## config.mk

```make
export PLATFORM = sky130hd
export DESIGN_NAME = arvc_reg_bank
export DESIGN_NICKNAME = d
export VERILOG_FILES = /design/src/arvc_pkg.sv /design/src/arvc_reg_bank.sv
export SDC_FILE = /design/constraint.sdc
export NUM_CORES = 1
export LEC_CHECK = 0
export ABC_AREA = 1
export BUFFER_PORTS_ARGS = -buffer_cell sky130_fd_sc_hd__clkbuf_2
export CAP_MARGIN = 20
export CORE_MARGIN = 8
export CORE_UTILIZATION = 49
export DETAILED_ROUTE_END_ITERATION = 10
export PLACE_DENSITY_LB_ADDON = 0.25
export SETUP_SLACK_MARGIN = 0.1
export SKIP_LAST_GASP = 1
export SLEW_MARGIN = 40
export SYNTH_ARGS = -nofsm -noshare
export SYNTH_HDL_FRONTEND = slang
export SYNTH_SLANG_ARGS = --single-unit
```

## constraint.sdc

```tcl
create_clock -name ref_clk_i -period 1.4 [get_ports ref_clk_i]
set_clock_uncertainty 0.1 [all_clocks]
set_input_delay 0 -clock ref_clk_i [delete_from_list [all_inputs] [get_ports ref_clk_i]]
set_output_delay 0 -clock ref_clk_i [all_outputs]
set_load 0.02 [all_outputs]
```

## src/arvc_pkg.sv

```systemverilog
// Package with register map, field positions and reset values for the rate and reference bank
package arvc_pkg;

  // ----------------------------------------------------------------
  // Register offsets
  // ----------------------------------------------------------------
  localparam logic [7:0] ARVC_SAMPLE_SPEED_ADDR = 8'h04;
  localparam logic [7:0] ARVC_VSOURCE_CTRL_ADDR = 8'h05;
  localparam logic [7:0] ARVC_EXC_CUR_ONE_ADDR = 8'h06;

  // ----------------------------------------------------------------
  // Reset values
  // ----------------------------------------------------------------
  localparam logic [7:0] ARVC_SAMPLE_SPEED_RST = 8'h14;
  localparam logic [7:0] ARVC_VSOURCE_CTRL_RST = 8'h10;
  localparam logic [7:0] ARVC_EXC_CUR_ONE_RST = 8'h00;

  // ----------------------------------------------------------------
  // Sample-speed field positions
  // ----------------------------------------------------------------
  localparam int ARVC_CHOP_BIT = 7;
  localparam int ARVC_CLK_SRC_BIT = 6;
  localparam int ARVC_MODE_BIT = 5;
  localparam int ARVC_FILTER_BIT = 4;
  localparam int ARVC_RATE_LSB = 0;

  // ----------------------------------------------------------------
  // Voltage-source control field positions
  // ----------------------------------------------------------------
  localparam int ARVC_MON_LSB = 6;
  localparam int ARVC_PBUF_BIT = 5;
  localparam int ARVC_NBUF_BIT = 4;
  localparam int ARVC_VSEL_LSB = 2;
  localparam int ARVC_VPWR_LSB = 0;

  // ----------------------------------------------------------------
  // Excitation-current field positions and writable mask
  // ----------------------------------------------------------------
  localparam int ARVC_RAIL_BIT = 7;
  localparam int ARVC_LSW_BIT = 6;
  localparam int ARVC_MAG_LSB = 0;
  localparam logic [7:0] ARVC_EXC_WR_MASK = 8'hcf;

  // ----------------------------------------------------------------
  // Field encodings
  // ----------------------------------------------------------------
  typedef enum logic [1:0] {
    ARVC_MON_OFF = 2'b00,
    ARVC_MON_LOW = 2'b01,
    ARVC_MON_LOW_HIGH = 2'b10,
    ARVC_MON_LOW_PULL = 2'b11
  } arvc_mon_t;

  typedef enum logic [1:0] {
    ARVC_VSEL_EXT0 = 2'b00,
    ARVC_VSEL_EXT1 = 2'b01,
    ARVC_VSEL_INT = 2'b10,
    ARVC_VSEL_RSVD = 2'b11
  } arvc_vsel_t;

  typedef enum logic [1:0] {
    ARVC_VPWR_OFF = 2'b00,
    ARVC_VPWR_ON_PD_OFF = 2'b01,
    ARVC_VPWR_ALWAYS = 2'b10,
    ARVC_VPWR_RSVD = 2'b11
  } arvc_vpwr_t;

endpackage

```

## src/arvc_reg_bank.sv

```systemverilog
// Configuration register bank for output rate, filter, mode, clock, chop and reference control
`timescale 1ns/100ps
`default_nettype none

module arvc_reg_bank
  import arvc_pkg::*;
(
  input wire logic ref_clk_i, // 125 MHz clock
  input wire logic rst_n_i, // Synchronous reset, active low
  input wire logic wr_en_i, // Write strobe, one cycle
  input wire logic rd_en_i, // Read strobe, one cycle
  input wire logic [7:0] addr_i, // Register address
  input wire logic [7:0] wdata_i, // Write data
  input wire logic power_down_i, // Device is in power-down
  output logic [7:0] rdata_o, // Read data, registered
  output logic rvalid_o, // Read data valid, one cycle
  output logic cfg_change_o, // Pulse after any mapped write
  output logic chop_en_o, // Global chop active
  output logic ext_clk_sel_o, // External conversion clock selected
  output logic single_shot_o, // Single-shot conversion mode
  output logic low_latency_o, // Low-latency filter selected
  output logic [3:0] output_rate_field_o, // Raw rate code
  output logic [11:0] rate_tenth_sps_o, // Rate in tenths of SPS, zero if undecoded
  output logic vref_low_monitor_o, // Low-level monitor enabled
  output logic vref_high_monitor_o, // High-level monitor enabled
  output logic vref_pull_together_o, // Pull-together resistor enabled
  output logic positive_buffer_bypass_o, // Positive buffer bypassed
  output logic negative_buffer_bypass_o, // Negative buffer bypassed
  output logic [1:0] vsource_select_o, // Reference route code
  output logic vsource_sel_rsvd_o, // Reserved route code written
  output logic internal_vsource_on_o, // Internal reference powered now
  output logic vsource_pwr_rsvd_o, // Reserved power code written
  output logic pga_rail_monitor_enable_o, // Rail monitor enabled
  output logic low_side_switch_o, // Low-side switch closed
  output logic [3:0] excitation_magnitude_o, // Excitation current code
  output logic exc_without_vsource_o, // Currents asked while reference off
  output logic buffers_in_path_o // Internal reference used with a buffer active
);

  // ----------------------------------------------------------------
  // Decode helpers
  // ----------------------------------------------------------------
  // Rate codes beyond the decoded set report zero so the user sees no guessed figure
  function automatic logic [11:0] rate_decode(input logic [3:0] code);
    case (code)
      4'h0: rate_decode = 12'h019;
      4'h1: rate_decode = 12'h032;
      4'h2: rate_decode = 12'h064;
      4'h3: rate_decode = 12'h0a6;
      4'h4: rate_decode = 12'h0c8;
      4'h5: rate_decode = 12'h1f4;
      4'h6: rate_decode = 12'h258;
      4'h7: rate_decode = 12'h3e8;
      default: rate_decode = 12'h000;
    endcase
  endfunction

  // Mapped-address test for the change pulse; it lists the same addresses as the write decode
  function automatic logic addr_hit(input logic [7:0] a);
    addr_hit = (a == ARVC_SAMPLE_SPEED_ADDR) || (a == ARVC_VSOURCE_CTRL_ADDR) ||
               (a == ARVC_EXC_CUR_ONE_ADDR);
  endfunction

  // ----------------------------------------------------------------
  // Register state
  // ----------------------------------------------------------------
  // Stored bytes, the last read answer and the registered rate figure
  logic [7:0] speed_q, speed_d;
  logic [7:0] vsrc_q, vsrc_d;
  logic [7:0] exc_q, exc_d;
  logic [7:0] rdata_q, rdata_d;
  logic rvalid_q, rvalid_d;
  logic change_q, change_d;
  logic [11:0] rate_q, rate_d;

  // Next-state for writes and reads; unmapped writes are dropped, unmapped reads give zero
  always_comb begin
    speed_d = speed_q;
    vsrc_d = vsrc_q;
    exc_d = exc_q;
    change_d = 1'b0;
    rdata_d = rdata_q;
    rvalid_d = rd_en_i;
    if (wr_en_i) begin
      case (addr_i)
        ARVC_SAMPLE_SPEED_ADDR: speed_d = wdata_i;
        ARVC_VSOURCE_CTRL_ADDR: vsrc_d = wdata_i;
        ARVC_EXC_CUR_ONE_ADDR: exc_d = wdata_i & ARVC_EXC_WR_MASK;
        default: exc_d = exc_q;
      endcase
      change_d = addr_hit(addr_i);
    end
    // Read returns the stored value, so a same-cycle write shows next read
    if (rd_en_i) begin
      case (addr_i)
        ARVC_SAMPLE_SPEED_ADDR: rdata_d = speed_q;
        ARVC_VSOURCE_CTRL_ADDR: rdata_d = vsrc_q;
        ARVC_EXC_CUR_ONE_ADDR: rdata_d = exc_q & ARVC_EXC_WR_MASK;
        default: rdata_d = 8'h00;
      endcase
    end
    rate_d = rate_decode(speed_d[ARVC_RATE_LSB +: 4]);
  end

  // Register stage with documented reset values
  always_ff @(posedge ref_clk_i) begin
    if (!rst_n_i) begin
      speed_q <= ARVC_SAMPLE_SPEED_RST;
      vsrc_q <= ARVC_VSOURCE_CTRL_RST;
      exc_q <= ARVC_EXC_CUR_ONE_RST;
      rdata_q <= 8'h00;
      rvalid_q <= 1'b0;
      change_q <= 1'b0;
      rate_q <= rate_decode(ARVC_SAMPLE_SPEED_RST[ARVC_RATE_LSB +: 4]);
    end else begin
      speed_q <= speed_d;
      vsrc_q <= vsrc_d;
      exc_q <= exc_d;
      rdata_q <= rdata_d;
      rvalid_q <= rvalid_d;
      change_q <= change_d;
      rate_q <= rate_d;
    end
  end

  // ----------------------------------------------------------------
  // Field decodes toward the converter
  // ----------------------------------------------------------------
  // Enum-typed copies keep the decodes below readable
  arvc_mon_t mon_code;
  arvc_vsel_t vsel_code;
  arvc_vpwr_t vpwr_code;

  // Enum views of the stored fields
  always_comb begin
    mon_code = arvc_mon_t'(vsrc_q[ARVC_MON_LSB +: 2]);
    vsel_code = arvc_vsel_t'(vsrc_q[ARVC_VSEL_LSB +: 2]);
    vpwr_code = arvc_vpwr_t'(vsrc_q[ARVC_VPWR_LSB +: 2]);
  end

  // Sample-speed fields
  assign chop_en_o = speed_q[ARVC_CHOP_BIT];
  assign ext_clk_sel_o = speed_q[ARVC_CLK_SRC_BIT];
  assign single_shot_o = speed_q[ARVC_MODE_BIT];
  assign low_latency_o = speed_q[ARVC_FILTER_BIT];
  assign output_rate_field_o = speed_q[ARVC_RATE_LSB +: 4];
  assign rate_tenth_sps_o = rate_q;

  // Monitor decode; every enabled code keeps the low monitor on
  always_comb begin
    vref_low_monitor_o = 1'b0;
    vref_high_monitor_o = 1'b0;
    vref_pull_together_o = 1'b0;
    case (mon_code)
      ARVC_MON_OFF: vref_low_monitor_o = 1'b0;
      ARVC_MON_LOW: vref_low_monitor_o = 1'b1;
      ARVC_MON_LOW_HIGH: begin
        vref_low_monitor_o = 1'b1;
        vref_high_monitor_o = 1'b1;
      end
      ARVC_MON_LOW_PULL: begin
        vref_low_monitor_o = 1'b1;
        vref_pull_together_o = 1'b1;
      end
      default: vref_low_monitor_o = 1'b0;
    endcase
  end

  // Buffers and route
  assign positive_buffer_bypass_o = vsrc_q[ARVC_PBUF_BIT];
  assign negative_buffer_bypass_o = vsrc_q[ARVC_NBUF_BIT];
  assign vsource_select_o = vsel_code;
  assign vsource_sel_rsvd_o = (vsel_code == ARVC_VSEL_RSVD);

  // Internal reference power; reserved code keeps it off as the safe choice
  always_comb begin
    case (vpwr_code)
      ARVC_VPWR_OFF: internal_vsource_on_o = 1'b0;
      ARVC_VPWR_ON_PD_OFF: internal_vsource_on_o = !power_down_i;
      ARVC_VPWR_ALWAYS: internal_vsource_on_o = 1'b1;
      default: internal_vsource_on_o = 1'b0;
    endcase
  end
  assign vsource_pwr_rsvd_o = (vpwr_code == ARVC_VPWR_RSVD);

  // Excitation fields; the low-side switch opens by itself in power-down
  assign pga_rail_monitor_enable_o = exc_q[ARVC_RAIL_BIT];
  assign low_side_switch_o = exc_q[ARVC_LSW_BIT] && !power_down_i;
  assign excitation_magnitude_o = exc_q[ARVC_MAG_LSB +: 4];

  // Advisory flags only; the controller owns these usages, the bank does not block them
  assign exc_without_vsource_o = (exc_q[ARVC_MAG_LSB +: 4] != 4'h0) &&
                                 !internal_vsource_on_o;
  assign buffers_in_path_o = (vsel_code == ARVC_VSEL_INT) &&
                             !(vsrc_q[ARVC_PBUF_BIT] && vsrc_q[ARVC_NBUF_BIT]);

  // Bus answers
  // Read data holds until the next read, so a slow consumer can still take it
  assign rdata_o = rdata_q;
  assign rvalid_o = rvalid_q;
  assign cfg_change_o = change_q;

endmodule

`default_nettype wire

```

==> out/results.txt <==
Ys Warns = 0
CTS root buffer = clkbuf_8
Sequential fraction of the synthesis area = 41.9%
CP top delay family = buffers and inverters
Synth cell types = 30
Drt first pass iters = 5
Cell Rows = 23
CTS buffer count = 5
Area Overhead vs Synth = 36.1%
Vias per cell = 4.86
Syn Inst Count = 269
Internal power = 1980 uW
Number of synthesized register bits = 42
Final period util = 106%
CP Max Fanout = 2
Final instance area = 2730 um2
Highest-count cells in the layout ignoring fill and taps = 63 x clkbuf_2, 59 x nand2_1, 39 x dfxtp_1
Worst setup path category = flop to primary output
Hold Crit Depth = 4
Slew margin rel. = 66.0%
Port Buffer Count = 66
Final Hold Slack = 0.0434 ns
Cells after DPL = 382
R2r setup slk = 0.31 ns
DIE AREA = 6400 um2
CP cell instances = buf_6 -> ha_4 -> nor2_4 -> inv_2 -> o41ai_2 -> inv_1 -> clkbuf_8
Clk slew on worst S/H paths = 0.08 ns
CP Capture Type = primary output
GR Overflow Total = 0
MaxCap Viol Count = 0
First-pass GRT wire length = 8.63 mm
Worst min-delay path class = primary input to flop
Crit path arrival time = 1.39 ns
# diodes = 0
Drt initial violations = 127
Avg Synthesized Cell Area = 7.46 um2
Clock share of power = 45.4%
PwrDens = 925 nW/um2
Crit path launch type = flop
# clock sinks = 42
IO Count = 69
Sequential share of power = 47.4%
Maximum number of pins on one net before global-route repair = 19
Critical Path Stages = 7
Layout cell share with drive strength beyond 1 = 37.3%
PnR worst setup slack = -0.0854 ns
Max stage delay on crit path = 0.34 ns
Net Sw Power = 543 uW
Crit. Startpoint = vsrc_q[1]
Minimum clock period = 1.49 ns
Chip width = 80 um
Routed Antenna Nets = 0
Max clock buf depth = 2
Vias = 1965
Most common cell after layout, fill and taps aside = clkbuf_2
Cell count of the worst reg-to-reg path = 7
Core Box Area = 3970 um2
Fin cells = 404
DRC viols = 0
# H-tree levels = 2
Hpwl dp = 3.96 mm
Clk Latency, worst-skew pair = 0.30 ns
Worst R2R End = rate_tenth_sps_o[4]
Die Span Y = 80 um
Number of global-route vias before repair = 1877
Critical Path Sink = exc_without_vsource_o
Status = finished with violations
Tot Pwr = 2530 uW
Drt total wl = 5.21 mm
GRT Total Usage = 16.6%
GPL Wtd Cong = 0.888
Worst-Margin Slew = 0.506 ns
Post-DP Area = 2390 um2
Dpl ws = -0.00802 ns
Peak VDD IR = 0.000543 V
Fin nets = 377
Antenna violations before repair = 0
Drt wl/cell = 12.9 um
Slowest stage cell, crit path = dfxtp_2
Final hold vios = 0
Unrepaired setup endpoints after global routing = true
CP Data Required Time = 1.30 ns
Failing checks = negative setup slack
Synth Cell Area = 2010 um2
CTS tree = done
Fin. max-slew vios = 0
Leakage = 0.00130 uW
Achievable frequency = 673 MHz
Initial core utilization = 50.5%
Net Sw Frac = 21.5%
Reg-to-Reg Start = speed_q[1]
Setup violators final = 2
WP buf/inv = 4
Logic pwr share = 7.1%
[cells in the mapped netlist (all sizes together)]
| cell | instances | area [um2] |
|---|---|---|
| a211oi | 1 | 7.51 |
| a21oi | 24 | 128 |
| buf | 13 | 103 |
| clkbuf | 4 | 15.0 |
| clkinv | 2 | 8.75 |
| conb | 1 | 3.75 |
| dfxtp | 42 | 841 |
| ha | 3 | 37.5 |
| inv | 27 | 106 |
| nand2 | 72 | 323 |
| nand3 | 31 | 173 |
| nand3b | 1 | 7.51 |
| nor2 | 28 | 113 |
| nor3 | 4 | 41.3 |
| nor4 | 1 | 21.3 |
| o21ai | 14 | 70.1 |
| o41ai | 1 | 8.76 |
[layer usage]
layer / global-route usage [%] / share of wire [%] / vias up
met1: 20.6 / 45 / 878
met5: 0 / 0 / -
met2: 26.8 / 47 / 60
met3: 4.95 / 7.1 / 6
met4: 5.09 / 1.2 / 0
li1: - / - / 1021
[worst min path at each step]
stage | slack [ns] | startpoint | end
finish | 0.04 | wr_en_i | cfg_change_o
global route | 0.06 | wr_en_i | cfg_change_o
CTS | 0.03 | wr_en_i | cfg_change_o
detailed placement | 0.14 | wdata_i[4] | speed_q[4]
global placement | 0.13 | wdata_i[4] | speed_q[4]
floorplan | -0.02 | power_down_i | low_side_switch_o
[power by group through the flow]
stage	clock network [uW]	logic (uW)	registers [uW]
finish	1150	180	1200
global placement	0	156	1230
detailed placement	0	155	1230
global route	1220	196	1200
CTS	1170	180	1200
floorplan	0	83.9	1230
[area by class of cell]
type,count,area (um2)
Tap cell,50,62.6
Fill cell,351,1240
Inverter,29,115
Clock inverter,3,68.8
Clock buffer,5,68.8
Timing Repair Buffer,93,581
Multi-Input combinational cell,182,988
Sequential cell,42,847
[sequential cells by signal, indices dropped and copies added, names as in the netlist]
name	cells
rate_tenth_sps_o	10
vsrc_q	8
cfg_change_o	1
speed_q	8
rvalid_o	1
rdata_o	8
exc_q	6
[timing repair]
item | in CTS | in global routing
buffers inserted | 3 | 1
endpoints found under the setup margin | 2 | 3
resized for setup | 16 | 4
endpoints found under the hold margin | 31 | 0
cloned | 0 | 0
pin swaps | 3 | 1
hold buffers | 10 | 0
[cell families after synthesis]
family / share of synthesized area [%]
compound gates: 10.7
buf+inv: 11.6
flops: 41.9
fa+ha+maj: 1.87
simple gates: 33.8
other cells: 0.187
[worst register-to-register path, stage by stage (launching register included)]
cell and delay [ns]:
dfxtp_1 0.38, inv_1 0.07, nand2_2 0.07, nand2_2 0.10
nand2_1 0.10, nand3_1 0.07, nand2_1 0.06, inv_1 0.03
[metrics by stage]
stage               setup TNS (ns)  utilization [%]
finish                      -0.108             68.8
global route                -0.211             68.8
CTS                         -0.151             68.5
detailed placement         -0.0167             60.2
global placement                 0             60.2
floorplan                        0                -
No activity file was read; power rests on OpenSTA's default activity.
